==> src/gpiow_pkg.sv <==
// Purpose: Shared constants and types for the I/O port block with wake-up.
// Assumes: Classic Wishbone register access, 32-bit data, byte addresses.
// Notes:   Four ports; the first three are 8 pins, the fourth 2 pins.
package gpiow_pkg;

   // Port geometry.
   localparam int NUM_PORTS = 4;
   localparam int PORT_W    = 8;
   localparam logic [PORT_W-1:0] PORT_IMPL [NUM_PORTS] = '{8'hFF, 8'hFF, 8'hFF, 8'h03};

   // Register offsets, one 32-bit word each; port n adds n*PORT_STRIDE.
   localparam logic [7:0] OFF_DATA      = 8'h00;
   localparam logic [7:0] OFF_DIR       = 8'h04;
   localparam logic [7:0] OFF_PULL      = 8'h08;
   localparam logic [7:0] OFF_PIN       = 8'h0C;
   localparam logic [7:0] PORT_STRIDE   = 8'h10;
   localparam logic [7:0] OFF_WAKE_EN   = 8'h40;
   localparam logic [7:0] OFF_WAKE_STAT = 8'h44;
   localparam logic [7:0] OFF_WAKE_MASK = 8'h48;
   localparam logic [7:0] OFF_LOWPOWER  = 8'h4C;

   // Reset values.
   localparam logic [PORT_W-1:0] RST_DATA      = 8'hFF;
   localparam logic [PORT_W-1:0] RST_DIR       = 8'hFF;
   localparam logic [PORT_W-1:0] RST_PULL      = 8'h00;
   localparam logic [PORT_W-1:0] RST_WAKE_EN   = 8'h00;
   localparam logic [PORT_W-1:0] RST_WAKE_MASK = 8'h00;

   // Instruction phases: four system clocks per instruction cycle.
   localparam int          PHASES     = 4;
   localparam logic [1:0]  PHASE_READ = 2'h1;

   // Pin-facing bundle for one port.
   typedef struct packed
   {
      logic [PORT_W-1:0] out;
      logic [PORT_W-1:0] oe;
      logic [PORT_W-1:0] pull;
   } gpiow_pins_t;

   // Phase sequencer states.
   typedef enum logic [1:0] {GPIOW_T1, GPIOW_T2, GPIOW_T3, GPIOW_T4} gpiow_phase_t;

endpackage

==> src/gpiow_sync.sv <==
// Purpose: Three-flop synchroniser for a vector of pin inputs.
// Assumes: Pins are asynchronous to clk_i.
// Notes:   A change counts only once the second and third stages agree.
`timescale 1ns/1ns
module gpiow_sync
#(
   parameter int W = 8
)
(
   // Clock and reset.
   input  wire logic         clk_i,
   input  wire logic         rst_i,
   // Raw and filtered levels.
   input  wire logic [W-1:0] async_i,
   output logic      [W-1:0] level_o
);
   import gpiow_pkg::*;

   logic [W-1:0] s1_reg;
   logic [W-1:0] s2_reg;
   logic [W-1:0] s3_reg;

   // Stage one feeds only stage two; level updates per bit on agreement.
   always_ff @(posedge clk_i)
   begin
      if (rst_i)
      begin
         s1_reg  <= '1;
         s2_reg  <= '1;
         s3_reg  <= '1;
         level_o <= '1;
      end
      else
      begin
         s1_reg  <= async_i;
         s2_reg  <= s1_reg;
         s3_reg  <= s2_reg;
         level_o <= (s2_reg & s3_reg) | (level_o & (s2_reg | s3_reg));
      end
   end
endmodule

==> src/gpiow_phase.sv <==
// Purpose: Instruction-phase sequencer giving a one-cycle second-phase strobe.
// Assumes: Four system clocks per instruction cycle.
// Notes:   The read strobe marks the rising edge of the second phase.
`timescale 1ns/1ns
module gpiow_phase
(
   // Clock and reset.
   input  wire logic clk_i,
   input  wire logic rst_i,
   // Strobe at the start of the second instruction phase.
   output logic      t2_o
);
   import gpiow_pkg::*;

   gpiow_phase_t ph_reg;
   gpiow_phase_t ph_next;

   // Next phase in a fixed ring.
   always_comb
   begin
      case (ph_reg)
         GPIOW_T1: ph_next = GPIOW_T2;
         GPIOW_T2: ph_next = GPIOW_T3;
         GPIOW_T3: ph_next = GPIOW_T4;
         GPIOW_T4: ph_next = GPIOW_T1;
         default:  ph_next = GPIOW_T1;
      endcase
   end

   // Strobe is registered so it lines up with the entry into the phase.
   always_ff @(posedge clk_i)
   begin
      if (rst_i)
      begin
         ph_reg <= GPIOW_T1;
         t2_o   <= 1'b0;
      end
      else
      begin
         ph_reg <= ph_next;
         t2_o   <= (ph_next == GPIOW_T2);
      end
   end
endmodule

==> src/gpiow_top.sv <==
// Purpose: Four bidirectional I/O ports with pull-high and first-port wake-up.
// Assumes: Classic Wishbone slave, 32-bit data; pins asynchronous to clk_i.
// Notes:   Pin reads wait for the next second-phase strobe before acking.
//          A pin read returns the level sampled at that strobe edge, so it is
//          answered in two to five cycles; writes and other reads answer in one.
//          Wake edges set status on every enabled first-port pin, awake or not.
//
// Register access over Wishbone and the register offsets are this design's own decisions.
`timescale 1ns/1ns
module gpiow_top
(
   // Clock and reset.
   input  wire logic                 clk_i,
   input  wire logic                 rst_i,
   // Wishbone slave.
   input  wire logic                 cyc_i,
   input  wire logic                 stb_i,
   input  wire logic                 we_i,
   input  wire logic [7:0]           adr_i,
   input  wire logic [3:0]           sel_i,
   input  wire logic [31:0]          dat_i,
   output logic      [31:0]          dat_o,
   output logic                      ack_o,
   // Pins: one flat input vector, one output struct per port.
   input  wire logic [gpiow_pkg::NUM_PORTS*gpiow_pkg::PORT_W-1:0] pin_i,
   output gpiow_pkg::gpiow_pins_t [gpiow_pkg::NUM_PORTS-1:0]      pins_o,
   // Power and interrupt.
   output logic                      wake_req_o,
   output logic                      irq_o
);
   import gpiow_pkg::*;

   localparam int NW = NUM_PORTS * PORT_W;

   // Port registers.
   logic [PORT_W-1:0] data_reg [NUM_PORTS];
   logic [PORT_W-1:0] dir_reg  [NUM_PORTS];
   logic [PORT_W-1:0] pull_reg [NUM_PORTS];
   logic [PORT_W-1:0] port_first_wake_enable;
   logic [PORT_W-1:0] wake_stat_reg;
   logic [PORT_W-1:0] wake_mask_reg;
   logic              lowpower_reg;
   logic [PORT_W-1:0] prev_reg;
   logic [NW-1:0]     sampled_reg;

   // Bus state.
   logic              ack_reg;
   logic              wait_t2_reg;
   logic [NW-1:0]     pin_level;
   logic              t2_strobe;

   // Decode.
   wire               req       = cyc_i & stb_i & ~ack_reg;
   wire               wr        = req & we_i & sel_i[0];
   wire [1:0]         port_sel  = adr_i[5:4];
   wire [7:0]         reg_off   = {4'h0, adr_i[3:0]};
   wire               in_ports  = (adr_i < OFF_WAKE_EN);
   wire               hit_data  = in_ports & (reg_off == OFF_DATA);
   wire               hit_dir   = in_ports & (reg_off == OFF_DIR);
   wire               hit_pull  = in_ports & (reg_off == OFF_PULL);
   wire               hit_pin   = in_ports & (reg_off == OFF_PIN);
   wire               hit_wen   = (adr_i == OFF_WAKE_EN);
   wire               hit_wst   = (adr_i == OFF_WAKE_STAT);
   wire               hit_wmk   = (adr_i == OFF_WAKE_MASK);
   wire               hit_lp    = (adr_i == OFF_LOWPOWER);
   // Pin reads stall until the sampling strobe so the value is fresh.
   wire               pin_rd    = req & ~we_i & (hit_data | hit_pin);
   wire               ack_now   = req & (~pin_rd | (wait_t2_reg & t2_strobe));

   // Synchronise and sample pins.
   gpiow_sync #(.W(NW)) u_sync
   (
      .clk_i   (clk_i),
      .rst_i   (rst_i),
      .async_i (pin_i),
      .level_o (pin_level)
   );

   gpiow_phase u_phase
   (
      .clk_i (clk_i),
      .rst_i (rst_i),
      .t2_o  (t2_strobe)
   );

   // Inputs are not latched beyond the per-instruction sample.
   always_ff @(posedge clk_i)
   begin
      if (rst_i)
         sampled_reg <= '1;
      else if (t2_strobe)
         sampled_reg <= pin_level;
   end

   // At the strobe edge the live level is shown, so a pin read carries the sample
   // taken at the second phase of its own access and not the one before it.
   wire [NW-1:0]     view_src = t2_strobe ? pin_level : sampled_reg;

   // Per-port read view and pin drive.
   logic [PORT_W-1:0] port_view [NUM_PORTS];
   genvar g;
   generate
      for (g = 0; g < NUM_PORTS; g++)
      begin : g_port
         wire [PORT_W-1:0] smp = view_src[g*PORT_W +: PORT_W];
         // Input pins show the sampled level, output pins the latch.
         assign port_view[g] = ((dir_reg[g] & smp) | (~dir_reg[g] & data_reg[g]))
                               & PORT_IMPL[g];

         always_ff @(posedge clk_i)
         begin
            if (rst_i)
            begin
               data_reg[g]      <= RST_DATA & PORT_IMPL[g];
               dir_reg[g]       <= RST_DIR & PORT_IMPL[g];
               pull_reg[g]      <= RST_PULL;
               pins_o[g].out    <= '0;
               pins_o[g].oe     <= '0;
               pins_o[g].pull   <= '0;
            end
            else
            begin
               if (wr & hit_data & (port_sel == g))
                  data_reg[g] <= dat_i[PORT_W-1:0] & PORT_IMPL[g];
               if (wr & hit_dir & (port_sel == g))
                  dir_reg[g] <= dat_i[PORT_W-1:0] & PORT_IMPL[g];
               if (wr & hit_pull & (port_sel == g))
                  pull_reg[g] <= dat_i[PORT_W-1:0] & PORT_IMPL[g];
               pins_o[g].out  <= data_reg[g] & ~dir_reg[g];
               pins_o[g].oe   <= ~dir_reg[g] & PORT_IMPL[g];
               pins_o[g].pull <= pull_reg[g] & dir_reg[g];
            end
         end

         // Each port's enable follows its direction register one cycle later.
         oe_follow_a: assert property (@(posedge clk_i) disable iff (rst_i)
            $stable(dir_reg[g]) |-> pins_o[g].oe == (~dir_reg[g] & PORT_IMPL[g]))
            else $error("output enable does not follow direction");
      end
   endgenerate

   // Wake edge detection on the first port, on every enabled pin whatever its direction.
   wire [PORT_W-1:0] first_lvl = pin_level[PORT_W-1:0];
   wire [PORT_W-1:0] fall      = prev_reg & ~first_lvl & port_first_wake_enable;
   wire              fall_any  = |fall;

   // Read data mux.
   // Unmapped offsets fall through to zero, so probing software reads no junk.
   wire [PORT_W-1:0] rd_byte =
        (hit_data | hit_pin) ? port_view[port_sel] :
        hit_dir  ? dir_reg[port_sel]  :
        hit_pull ? pull_reg[port_sel] :
        hit_wen  ? port_first_wake_enable :
        hit_wst  ? wake_stat_reg :
        hit_wmk  ? wake_mask_reg :
        hit_lp   ? {7'h00, lowpower_reg} : 8'h00;

   // Wake and interrupt registers.
   always_ff @(posedge clk_i)
   begin
      if (rst_i)
      begin
         port_first_wake_enable <= RST_WAKE_EN;
         wake_mask_reg          <= RST_WAKE_MASK;
         wake_stat_reg          <= '0;
         lowpower_reg           <= 1'b0;
         prev_reg               <= '1;
         wake_req_o             <= 1'b0;
         irq_o                  <= 1'b0;
      end
      else
      begin
         prev_reg <= first_lvl;
         if (wr & hit_wen)
            port_first_wake_enable <= dat_i[PORT_W-1:0];
         if (wr & hit_wmk)
            wake_mask_reg <= dat_i[PORT_W-1:0];
         // Set beats clear so an edge in the clearing cycle is kept.
         wake_stat_reg <= (wake_stat_reg & ~((wr & hit_wst) ? dat_i[PORT_W-1:0] : 8'h00))
                          | fall;
         // Low-power flag: software sets it, a wake edge ends it.
         if (lowpower_reg & fall_any)
            lowpower_reg <= 1'b0;
         else if (wr & hit_lp)
            lowpower_reg <= dat_i[0];
         wake_req_o <= lowpower_reg & fall_any;
         irq_o      <= |(wake_stat_reg & wake_mask_reg);
      end
   end

   // Bus answer.
   // The answer is registered, so ack_o and dat_o change together and a master
   // that samples ack high at an edge finds the read data already settled.
   always_ff @(posedge clk_i)
   begin
      if (rst_i)
      begin
         ack_reg     <= 1'b0;
         wait_t2_reg <= 1'b0;
         dat_o       <= '0;
      end
      else
      begin
         ack_reg     <= ack_now;
         wait_t2_reg <= pin_rd & ~ack_now;
         if (ack_now)
            dat_o <= {24'h000000, rd_byte};
      end
   end
   assign ack_o = ack_reg;

   // Checks. Every property runs on clk_i and all but reset_dir_a are held off while rst_i is high,
   // because the registers only hold defined values once a reset edge has passed.

   // Wake request and the low-power flag.
   // The request is one pulse, so the power controller never acts on a stale level.
   wake_pulse_a: assert property (@(posedge clk_i) disable iff (rst_i)
      (lowpower_reg && fall_any) |=> wake_req_o && !lowpower_reg)
      else $error("wake request missing after enabled falling edge");

   awake_quiet_a: assert property (@(posedge clk_i) disable iff (rst_i)
      !lowpower_reg |=> !wake_req_o)
      else $error("wake request while not in low power");

   sleep_hold_a: assert property (@(posedge clk_i) disable iff (rst_i)
      (lowpower_reg && !fall_any && !(wr && hit_lp)) |=> lowpower_reg)
      else $error("low-power flag dropped without a wake edge");

   wake_cause_a: assert property (@(posedge clk_i) disable iff (rst_i)
      wake_req_o |-> $past(fall_any))
      else $error("wake request without a falling edge");

   single_req_a: assert property (@(posedge clk_i) disable iff (rst_i)
      wake_req_o |=> !wake_req_o)
      else $error("wake request longer than one cycle");

   // Edge detection and the sticky status.
   // A pin held low must stay quiet, otherwise a stuck switch would keep waking the core.
   no_static_a: assert property (@(posedge clk_i) disable iff (rst_i)
      ($past(first_lvl) == first_lvl) |-> !fall_any)
      else $error("static level retriggered wake");

   edge_once_a: assert property (@(posedge clk_i) disable iff (rst_i)
      fall_any |=> (fall & $past(fall)) == 8'h00)
      else $error("one falling edge seen twice");

   stat_set_a: assert property (@(posedge clk_i) disable iff (rst_i)
      fall_any |=> (wake_stat_reg & $past(fall)) == $past(fall))
      else $error("wake status lost an edge");

   stat_clear_a: assert property (@(posedge clk_i) disable iff (rst_i)
      (wr && hit_wst && !fall_any) |=> (wake_stat_reg & $past(dat_i[7:0])) == 8'h00)
      else $error("wake status not cleared by a one");

   wen_write_a: assert property (@(posedge clk_i) disable iff (rst_i)
      (wr && hit_wen) |=> port_first_wake_enable == $past(dat_i[7:0]))
      else $error("wake enable write lost");

   // Pin drive and pull-high.
   // The pull is cut on output pins, so it never fights the push-pull driver.
   drive_out_a: assert property (@(posedge clk_i) disable iff (rst_i)
      $stable(dir_reg[0]) && $stable(data_reg[0]) |-> pins_o[0].oe == ~dir_reg[0]
      && pins_o[0].out == (data_reg[0] & ~dir_reg[0]))
      else $error("output drive does not follow latch");

   pull_in_a: assert property (@(posedge clk_i) disable iff (rst_i)
      ##1 pins_o[1].pull == $past(pull_reg[1] & dir_reg[1]))
      else $error("pull-high not gated by direction");

   pull_excl_a: assert property (@(posedge clk_i) disable iff (rst_i)
      (pins_o[2].pull & pins_o[2].oe) == 8'h00)
      else $error("pull-high on while driving");

   pull_write_a: assert property (@(posedge clk_i) disable iff (rst_i)
      (wr && hit_pull && port_sel == 2'h2) |=> pull_reg[2] == $past(dat_i[7:0]))
      else $error("pull-high write lost");

   // Register writes and the read view.
   // Input bits show the pin, output bits the latch; both are checked on port 0.
   dir_write_a: assert property (@(posedge clk_i) disable iff (rst_i)
      (wr && hit_dir && port_sel == 2'h0) |=> dir_reg[0] == $past(dat_i[7:0]))
      else $error("direction write lost");

   in_view_a: assert property (@(posedge clk_i) disable iff (rst_i)
      (port_view[0] & dir_reg[0]) == (view_src[7:0] & dir_reg[0]))
      else $error("input bit does not show the pin");

   out_view_a: assert property (@(posedge clk_i) disable iff (rst_i)
      (port_view[0] & ~dir_reg[0]) == (data_reg[0] & ~dir_reg[0]))
      else $error("output bit does not show the latch");

   rd_latch_a: assert property (@(posedge clk_i) disable iff (rst_i)
      (ack_now && hit_data && !we_i) |=> dat_o[7:0] == ($past(port_view[port_sel])))
      else $error("port read returned wrong view");

   dat_hold_a: assert property (@(posedge clk_i) disable iff (rst_i)
      !ack_now |=> $stable(dat_o))
      else $error("read data moved without an answer");

   data_write_a: assert property (@(posedge clk_i) disable iff (rst_i)
      (wr && hit_data && port_sel == 2'h1) |=> data_reg[1] == $past(dat_i[7:0]))
      else $error("data latch write lost");

   latch_hold_a: assert property (@(posedge clk_i) disable iff (rst_i)
      !(wr && hit_data && port_sel == 2'h0) |=> $stable(data_reg[0]))
      else $error("output latch changed without a write");

   // Sampling at the second instruction phase.
   // Between strobes the sample must not move, or a read could see a half-settled pin.
   sample_hold_a: assert property (@(posedge clk_i) disable iff (rst_i)
      !t2_strobe |=> $stable(sampled_reg))
      else $error("pin sample moved between strobes");

   strobe_ring_a: assert property (@(posedge clk_i) disable iff (rst_i)
      t2_strobe |=> !t2_strobe ##1 !t2_strobe ##1 !t2_strobe ##1 t2_strobe)
      else $error("phase strobe not once per instruction");

   rd_wait_a: assert property (@(posedge clk_i) disable iff (rst_i)
      (pin_rd && !wait_t2_reg) |-> ##[1:5] ack_o)
      else $error("pin read not answered within one instruction");

   // Reset values and unimplemented bits.
   // Port 3 has two pins; its upper bits must stay dead in every register and drive.
   reset_dir_a: assert property (@(posedge clk_i)
      $past(rst_i) |-> dir_reg[0] == RST_DIR && data_reg[0] == RST_DATA)
      else $error("port reset values wrong");

   unimpl_a: assert property (@(posedge clk_i) disable iff (rst_i)
      (data_reg[3][7:2] == 6'h00) && (dir_reg[3][7:2] == 6'h00))
      else $error("unimplemented port bits not zero");

   port3_pins_a: assert property (@(posedge clk_i) disable iff (rst_i)
      (pins_o[3].oe[7:2] == 6'h00) && (pins_o[3].out[7:2] == 6'h00)
      && (pins_o[3].pull[7:2] == 6'h00))
      else $error("unimplemented pin drive not zero");
endmodule

==> config.mk <==
export PLATFORM = sky130hd
export DESIGN_NAME = gpiow_top
export DESIGN_NICKNAME = d
export VERILOG_FILES = /design/src/gpiow_pkg.sv /design/src/gpiow_sync.sv /design/src/gpiow_phase.sv /design/src/gpiow_top.sv
export SDC_FILE = /design/constraint.sdc
export NUM_CORES = 1
export LEC_CHECK = 0
export ABC_AREA = 1
export BUFFER_PORTS_ARGS = -buffer_cell sky130_fd_sc_hd__buf_2
export CAP_MARGIN = 40
export CORE_UTILIZATION = 50
export DETAILED_ROUTE_END_ITERATION = 10
export HOLD_SLACK_MARGIN = 0.03
export MAX_ROUTING_LAYER = met4
export PLACE_DENSITY = 0.75
export SETUP_SLACK_MARGIN = 0.15
export SLEW_MARGIN = 20
export SYNTH_ARGS = -nofsm -noshare
export SYNTH_HDL_FRONTEND = slang
export SYNTH_SLANG_ARGS = --single-unit
==> constraint.sdc <==
create_clock -name clk_i -period 2.2 [get_ports clk_i]
set_clock_uncertainty 0.2 [all_clocks]
set_input_delay 0.44 -clock clk_i [delete_from_list [all_inputs] [get_ports clk_i]]
set_output_delay 0.44 -clock clk_i [all_outputs]
set_load 0.05 [all_outputs]
==> impl_metrics.tcl, run 1 <==
set metrics [dict create \
    status "complete, no violations" \
    areaGrowthSynthToFinish_pct 21.3 \
    whs_ns 0.0478 \
    endpoint_kind "flip-flop" \
    r2r_slack_ns 0.26 \
    finalCriticalPeriod_ns 1.94 \
    worst_setup_path_start_kind "flip-flop" \
    routabilityCongestion 0.968 \
    post-route-period-util_pct 88.2 \
    drc_errors 0 \
    finalHoldViolCount 0 \
    tritoncts "done" \
    crit_fanout 8 \
    fmax_ghz 0.515 \
    powerDensity_nw_per_um2 909 \
    cap_violations 0 \
    syn_area_per_cell_um2 9.16 \
    grt.overflow.total 0 \
    grt_pass1_wl_mm 44.7 \
    yosys_warnings 0 \
    antenna_cells 0 \
    wl_per_cell_um 15.3 \
    irDropWorstVdd_v 0.000572 \
    hp-class "in2reg" \
    grt_use_total_pct 24.2 \
    setup_viol 0 \
    synthesis.area_um2 12200 \
    largest_reg_flops 78 \
    clock_sinks 334 \
    place_inst 1794 \
    synth_largest_area_cell "dfxtp_1" \
    drive_gt1_share_pct 23.8 \
    dr_total_vias 9374 \
    fp.dieW_um 158 \
    seqCellArea_um2 7470 \
    nets 1623 \
    seq_area_frac_synth_pct 61.2 \
    cts-root-buf "clkbuf_16" \
    avgViaCountPerCell 4.98 \
    placed_area_um2 13400 \
    cts_made_buffers 34 \
    ant_nets 0 \
    drt_first_pass_iters 5 \
    regMostFlops "pins_o" \
    rows 56 \
    numPortBuffers 136 \
    grt_pass1_vias 8661 \
    synth.top_cell.area_share_pct 42.0 \
    fp.dieArea_um2 25000 \
    holdPathEnd "wait_t2_reg$_SDFF_PP0_" \
    initial_core_util_pct 51.5 \
    clk_latency_ns 0.52 \
    wl_mm 28.9 \
    hold_start "we_i" \
    syn_inst 1333 \
    first_iter_violations 787 \
    required_ns 2.22 \
    fillerInstances 1980 \
    antenna_found_initial 0 \
    clk_path_buf_depth 3 \
    timing.rr.start "ack_o$_SDFF_PP0_" \
    ys_seq_elements 334 \
    power_leakage_nw 6.56 \
    htreeDepth 2 \
    async_reset_ff_share_pct 0 \
    r2r_end "dir_reg[2][7]$_SDFFCE_PN1P_" \
    core-area_um2 23700 \
    worstRegToRegCells 8 \
    synth_area_leaders "dfxtp_1 (42%), edfxtp_1 (19%), nand2_1 (9.3%), nor2_1 (4.3%), or2_2 (4.3%)" \
    arrival_ns 1.96 \
    synthDistinctLibCells 40 \
    slew_violations 0 \
    layout.cells.non_filler 1883 \
    place_hpwl_mm 20.8 \
    die_h_um 158 \
    grt_max_degree 70 \
    relSlewSlack_pct 58.4 \
    multi_input_area_um2 3980 \
    synth_edf_count 78 \
    crit_type "reg2reg" \
    io_pins 212 \
    rsz0062_at_grt "yes" \
    tightestPinTransition_ns 0.624 \
    design_area_um2 14800 \
    holdPathStages 4 \
    clkTransAtPathRegs_ns 0.06 \
    synthFlopType "dfxtp_1" \
]
-- worst max-delay path: stages, from the launching register on --
cell and delay [ns]:
dfxtp_1 0.31, nor2_1 0.09, nand2_1 0.10, nor2_4 0.12, inv_2 0.08, nor3_4 0.29
nand2_1 0.17, nand2_1 0.16, buf_12 0.14
-- worst max-delay path by stage --
| stage | slack (ns) | cells after the start | to | from |
|---|---|---|---|---|
| global route | 0.14 | 10 | dat_o[6]$_SDFFE_PP0P_ | u_phase.t2_o$_SDFF_PP0_ |
| detailed placement | -0.01 | 9 | dir_reg[2][7]$_SDFFCE_PN1P_ | adr_i[3] |
| global placement | 0.03 | 9 | dir_reg[2][2]$_SDFFCE_PN1P_ | adr_i[3] |
| floorplan | 0.02 | 5 | pull_reg[0][0]$_SDFFCE_PN0P_ | adr_i[1] |
| CTS | 0.09 | 11 | dat_o[1]$_SDFFE_PP0P_ | u_phase.t2_o$_SDFF_PP0_ |
| finish | 0.26 | 8 | dir_reg[2][7]$_SDFFCE_PN1P_ | ack_o$_SDFF_PP0_ |
-- report_power, final --
group	internal, mW	leakage (nW)	switching, mW	total, mW
registers	6.48	2.75	0.0886	6.57
logic	0.399	3.25	0.964	1.36
clock network	3.29	0.550	2.25	5.54
total	10.2	6.56	3.31	13.5
-- repair_timing --
| action | 4_1_cts | 5_1_grt |
|---|---|---|
| hold buffers | 26 | 0 |
| endpoints found under the hold margin | 26 | 0 |
| resized for setup | 1 | 9 |
| gates cloned | 0 | 1 |
| setup buffers | 0 | 2 |
| setup endpoints to repair | 6 | 22 |
-- metrics by stage --
| step | setup TNS [ns] | worst slack [ns] | power, mW | utilization, % |
|---|---|---|---|---|
| 6_report | 0 | 0.260 | 13.5 | 62.5 |
| 5_1_grt | 0 | 0.137 | 14.0 | 62.5 |
| 4_1_cts | 0 | 0.0885 | 13.5 | 62.3 |
| 3_5_place_dp | -0.0135 | -0.0114 | 7.98 | 56.6 |
| 3_3_place_gp | 0 | 0.0340 | 7.96 | 56.6 |
| 2_1_floorplan | 0 | 0.0192 | 7.64 | - |
-- cell type report --
cell class                 count  area share (%)
clock buffer                  47            6.70
clock inverter                13           0.676
inverter                      96            2.53
multi-input combinational    847            26.9
sequential                   334            50.4
tap                          319            2.70
timing repair buffer         226            10.0
timing repair inverter         1          0.0507
-- cell usage in the layout (no fill, tap or decap), types with 4 or more instances in the layout --
| master | count |
|---|---|
| nand2_1 | 301 |
| dfxtp_1 | 255 |
| nor2_1 | 138 |
| buf_2 | 135 |
| inv_1 | 89 |
| or2_2 | 83 |
| edfxtp_1 | 78 |
| o21ai_0 | 67 |
| buf_4 | 60 |
| a21oi_1 | 59 |
| nand3_1 | 53 |
| conb_1 | 42 |
| clkbuf_16 | 36 |
| dlygate4sd3_1 | 26 |
| nor3_1 | 23 |
| nor2_2 | 9 |
| o221ai_1 | 9 |
| o211ai_1 | 9 |
| nand4_1 | 8 |
| o21ai_1 | 8 |
| o22ai_1 | 8 |
| clkinv_2 | 8 |
| clkbuf_1 | 6 |
| clkbuf_8 | 5 |
| buf_12 | 5 |
| inv_2 | 4 |
| a21oi_2 | 4 |
-- kinds of logic after synthesis --
group | share of synthesized area [%]
other cells | 0.0307
buf+inv | 7.61
simple gates | 23.0
flops | 61.2
compound gates | 8.01
fa+ha+maj | 0.205
-- per-layer routing --
| layer | global-route usage [%] | vias up | part of all wire [%] |
|---|---|---|---|
| li1 | - | 4638 | - |
| met1 | 29.3 | 4266 | 40 |
| met2 | 40.1 | 412 | 48 |
| met3 | 5.12 | 58 | 9.3 |
| met4 | 8.24 | 0 | 2.6 |
| met5 | - | - | 0 |
-- Yosys cell counts (2+ instances only) --
cell type  instances
inv_2              3
buf_2              8
nor2_2             9
clkbuf_1          36
nor3_1            23
o21ai_1            4
buf_4             44
nand4_1            8
o22ai_1            8
nand3_2            3
inv_1             91
a21oi_2            4
ha_1               2
nand3_1           53
edfxtp_1          78
buf_1              7
nor3_4             2
a221oi_1           2
nand2_1          302
o221ai_1           9
nor2_4             2
o211ai_1           9
o2111ai_1          3
nor2_1           139
dfxtp_1          256
nor3b_1            2
or2_2             83
a21oi_1           59
o21ai_0           72
a22o_1             2
(Power assumes the default switching activity.)
==> run 2: changes to the inputs <==
--- a/config.mk
+++ b/config.mk
@@ -13,7 +13,7 @@
 export HOLD_SLACK_MARGIN = 0.03
 export MAX_ROUTING_LAYER = met4
 export PLACE_DENSITY = 0.75
-export SETUP_SLACK_MARGIN = 0.15
+export SETUP_SLACK_MARGIN = 0.5
 export SLEW_MARGIN = 20
 export SYNTH_ARGS = -nofsm -noshare
 export SYNTH_HDL_FRONTEND = slang
==> impl_metrics.tcl, run 2 (synthesis gave the netlist of run 1 again) <==
set metrics [dict create \
    numPortBuffers 136 \
    grt_pass1_vias 8858 \
    dr_total_vias 9688 \
    required_ns 2.26 \
    drt_first_pass_iters 5 \
    max_stage_delay_ns 0.35 \
    design_area_um2 16200 \
    antenna_found_initial 0 \
    finalCriticalPeriod_ns 1.90 \
    fp.dieArea_um2 25000 \
    r2r_slack_ns 0.30 \
    clkTransAtPathRegs_ns 0.06 \
    regMostFlops "pins_o" \
    p_total_mw 13.4 \
    endpoint_kind "flip-flop" \
    clk_path_buf_depth 3 \
    worstRegToRegCells 9 \
    cts-root-buf "clkbuf_16" \
    irDropWorstVdd_v 0.000533 \
    tritoncts "done" \
    power_leakage_nw 6.79 \
    fillerInstances 1759 \
    crit_type "reg2reg" \
    r2r_end "dir_reg[0][4]$_SDFFCE_PN1P_" \
    relSlewSlack_pct 53.9 \
    internal_power_mw 10.0 \
    layout_commonest_cell "nand2_1" \
    fmax_ghz 0.527 \
    multi_input_area_um2 4480 \
    crit_fanout 8 \
    hp-class "in2reg" \
    routabilityCongestion 0.926 \
    seqCellArea_um2 7570 \
    antenna_cells 0 \
    hold_start "rst_i" \
    holdPathEnd "sampled_reg[7]$_SDFF_PP1_" \
    sw_frac_of_total_pct 25.3 \
    rows 56 \
    ant_nets 0 \
    p_comb_share_pct 12.4 \
    drive_gt1_share_pct 32.8 \
    tightestPinTransition_ns 0.690 \
    io_pins 212 \
    slew_violations 0 \
    cap_violations 0 \
    clock_sinks 334 \
    post-route-period-util_pct 86.2 \
    setup_viol 0 \
    place_hpwl_mm 21.2 \
    htreeDepth 1 \
    cts_made_buffers 31 \
    p_seq_share_pct 48.9 \
    final_cell_mix "nand2_1 (268), dfxtp_1 (189), nor2_1 (128)" \
    initial_core_util_pct 51.5 \
    grt_pass1_wl_mm 46.9 \
    arrival_ns 1.96 \
    cp_cell_sequence "nor2_4 -> nand2_2 -> nor2_4 -> inv_4 -> nor3_4 -> buf_12 -> nand2_8 -> nor2_4 -> nand2_1" \
    timing.rr.start "ack_o$_SDFF_PP0_" \
    drc_errors 0 \
    slowest_stage "dfxtp_4" \
    fp.dieW_um 158 \
    grt_max_degree 142 \
    grt.overflow.total 0 \
    first_iter_violations 894 \
    largest_reg_flops 78 \
    powerDensity_nw_per_um2 832 \
    grt_use_total_pct 25.4 \
    holdPathStages 3 \
    wl_mm 32.0 \
    core-area_um2 23700 \
    crit_top_cell "nor2_4" \
    power_switching_mw 3.40 \
    rsz0062_at_grt "yes" \
    die_h_um 158 \
    clk_latency_ns 0.56 \
    wl_per_cell_um 17.0 \
    areaGrowthSynthToFinish_pct 32.3 \
    nets 1627 \
    status "complete, no violations" \
    p_clk_share_pct 38.7 \
    placed_area_um2 13500 \
    worst_setup_path_start_kind "flip-flop" \
    finalHoldViolCount 0 \
    avgViaCountPerCell 5.13 \
]
==> run 2: power by group through the flow <==
stage	Clock [mW]	Sequential, mW	Combinational (mW)
4_1_cts	5.25	6.57	1.54
6_report	5.20	6.58	1.66
3_5_place_dp	0	6.69	1.33
2_1_floorplan	0	6.80	0.860
5_1_grt	5.54	6.60	1.78
3_3_place_gp	0	6.68	1.31
==> run 2: area by class of cell <==
class	count	share of cell area [%]
flip-flops and latches	334	46.8
multi-input cells	847	27.7
repair buffers	234	14.4
clock buffers	48	5.70
well taps	319	2.47
inverters	96	2.40
clock inverters	9	0.457
==> run 2: worst max path at each step <==
stage / from / end / depth (start not counted)
floorplan: stb_i / dir_reg[1][2]$_SDFFCE_PN1P_ / 9
global placement: adr_i[1] / dat_o[4]$_SDFFE_PP0P_ / 11
detailed placement: adr_i[1] / data_reg[0][0]$_SDFFCE_PN1P_ / 7
CTS: ack_o$_SDFF_PP0_ / dir_reg[2][0]$_SDFFCE_PN1P_ / 9
global route: ack_o$_SDFF_PP0_ / dir_reg[0][4]$_SDFFCE_PN1P_ / 9
finish: ack_o$_SDFF_PP0_ / dir_reg[0][4]$_SDFFCE_PN1P_ / 9
==> run 2: critical path: cells and delay by family, from the launching register on <==
kind	cells	cell delay, ns
buf+inv	2	0.24
flops	1	0.35
simple gates	7	0.83
==> run 2: repair_timing <==
action | CTS | global route
hold buffers | 29 | 0
endpoints found under the hold margin | 36 | 0
pin swaps | 16 | 36
buffers inserted | 14 | 7
gates resized for setup | 226 | 161
cloned | 1 | 2
endpoints found under the setup margin | 232 | 242
==> run 2: metrics by stage <==
step	worst slack, ns	hold slack [ns]	cells	utilization (%)	TNS (ns)
2_1_floorplan	0.322	0.189	1374	-	0
3_3_place_gp	-0.0134	0.193	1777	57.1	-0.0193
3_5_place_dp	-0.0620	0.194	1777	57.1	-0.360
4_1_cts	0.309	0.0812	1878	66.1	0
5_1_grt	0.223	0.108	1887	68.2	0
6_report	0.304	0.108	1887	68.2	0
==> run 2: metal layers <==
layer	global-route usage [%]	share of wire, %
met3	3.75	7.5
met5	-	0
met4	8.70	3.6
met1	30.9	39
met2	42.8	50
==> run 3: changes to the inputs <==
==> constraint.sdc (replaced) <==
create_clock -name clk_i -period 2.2 [get_ports clk_i]
set_clock_uncertainty 0.2 [all_clocks]
set_input_delay 0.44 -clock clk_i [delete_from_list [all_inputs] [get_ports clk_i]]
set_output_delay 0.44 -clock clk_i [all_outputs]
set_load 0.01 [all_outputs]
==> impl_metrics.tcl, run 3 (synthesis gave the netlist of run 1 again) <==
set metrics [dict create \
    status "complete, no violations" \
    p_comb_share_pct 10.0 \
    largest_reg_flops 78 \
    finalCriticalPeriod_ns 1.93 \
    crit_type "reg2reg" \
    rows 56 \
    p_clk_share_pct 42.3 \
    tritoncts "done" \
    ant_nets 0 \
    crit_top_cell "nor2_4" \
    fp.dieArea_um2 25000 \
    drc_errors 0 \
    areaGrowthSynthToFinish_pct 29.1 \
    fmax_ghz 0.518 \
    slew_violations 0 \
    post-route-period-util_pct 87.7 \
    layout.cells.non_filler 1907 \
    slowest_stage "dfxtp_2" \
    hp-class "in2reg" \
    power_switching_mw 3.34 \
    clk_path_buf_depth 3 \
    cap_violations 0 \
    relSlewSlack_pct 54.5 \
    wl_mm 31.2 \
    max_stage_delay_ns 0.33 \
    tightestPinTransition_ns 0.681 \
    dr_total_vias 9690 \
    finalHoldViolCount 0 \
    clk_latency_ns 0.51 \
    power_leakage_nw 6.83 \
    initial_core_util_pct 51.5 \
    grt_pass1_wl_mm 47.1 \
    fp.dieW_um 158 \
    drive_gt1_share_pct 30.7 \
    nets 1644 \
    antenna_found_initial 0 \
    grt_use_total_pct 25.6 \
    powerDensity_nw_per_um2 874 \
    antenna_cells 0 \
    pre_cts_slack_ns -0.0139 \
    die_h_um 158 \
    irDropWorstVdd_v 0.000719 \
    avgViaCountPerCell 5.08 \
    setup_viol 0 \
    sw_frac_of_total_pct 24.2 \
    timing.rr.start "ack_o$_SDFF_PP0_" \
    internal_power_mw 10.4 \
    p_seq_share_pct 47.7 \
    required_ns 2.24 \
    p_total_mw 13.8 \
    regMostFlops "pins_o" \
    post-route-util_pct 66.6 \
    setup_tns_ns 0 \
    final_cell_mix "nand2_1 (261), dfxtp_1 (251), buf_2 (135)" \
    place_inst 1783 \
    rsz0062_at_grt "yes" \
    place_hpwl_mm 21.2 \
    core-area_um2 23700 \
    hold_start "rst_i" \
    arrival_ns 1.97 \
    cts_made_buffers 35 \
    drt_first_pass_iters 5 \
    cts-root-buf "clkbuf_16" \
    htreeDepth 2 \
    endpoint_kind "flip-flop" \
    numPortBuffers 136 \
    wl_per_cell_um 16.4 \
    grt_pass1_vias 9033 \
    clock_sinks 334 \
    crit_fanout 8 \
    crit_buf_inv 2 \
    cp_top_family "simple AND/OR/NAND/NOR gates" \
    worst_setup_path_start_kind "flip-flop" \
    layout_setup_ws_ns 0.271 \
    io_pins 212 \
    grt_max_degree 80 \
    routabilityCongestion 0.931 \
    r2r_slack_ns 0.27 \
    placed_area_um2 13500 \
    design_area_um2 15800 \
    cp_cell_sequence "nor2_4 -> nand2_2 -> nor2_4 -> inv_4 -> nor3_4 -> buf_12 -> nand2_8 -> nor2_4 -> nand2_1" \
    worstSetupStartpoint "ack_o$_SDFF_PP0_" \
    grt.overflow.total 0 \
    clkTransAtPathRegs_ns 0.06 \
    layout_commonest_cell "nand2_1" \
    first_iter_violations 740 \
    whs_ns 0.0457 \
]
[run 3: path summary, 6_finish.rpt]
| kind | end | depth (start not counted) |
|---|---|---|
| hold reg to reg | u_sync.s2_reg[14]$_SDFF_PP1_ | 1 |
| setup / recovery | dir_reg[0][6]$_SDFFCE_PN1P_ | 9 |
| hold / removal | u_phase.ph_reg[1]$_SDFF_PP0_ | 2 |
| setup reg to reg | dir_reg[0][6]$_SDFFCE_PN1P_ | 9 |
[run 3: final cells by class]
class / instances / area (um2)
Clock buffer: 52 / 1080
Clock inverter: 12 / 85.1
Fill cell: 1896 / 7920
Inverter: 96 / 399
Multi-Input combinational cell: 847 / 4500
Sequential cell: 334 / 7480
Tap cell: 319 / 399
Timing Repair Buffer: 247 / 1820
[run 3: timing repair]
item | CTS | global route
cloned | 2 | 1
setup buffers | 16 | 13
resized for setup | 66 | 99
hold buffers | 28 | 0
pin swaps | 14 | 28
endpoints found under the hold margin | 29 | 0
endpoints found under the setup margin | 145 | 170
[run 3: routing by layer]
metal	wire (um)	vias to the layer above	GRT usage (%)
li1	-	4697	-
met1	12600	4498	31.2
met2	15200	413	42.5
met3	2320	82	4.30
met4	1080	0	9.62
met5	0	-	-
[run 3: power groups by stage]
stage	sequential (mW)	combinational [mW]	clock [mW]
global placement	6.68	1.05	0
floorplan	6.68	0.730	0
finish	6.57	1.38	5.83
detailed placement	6.69	1.06	0
CTS	6.56	1.27	5.89
global route	6.59	1.50	6.16
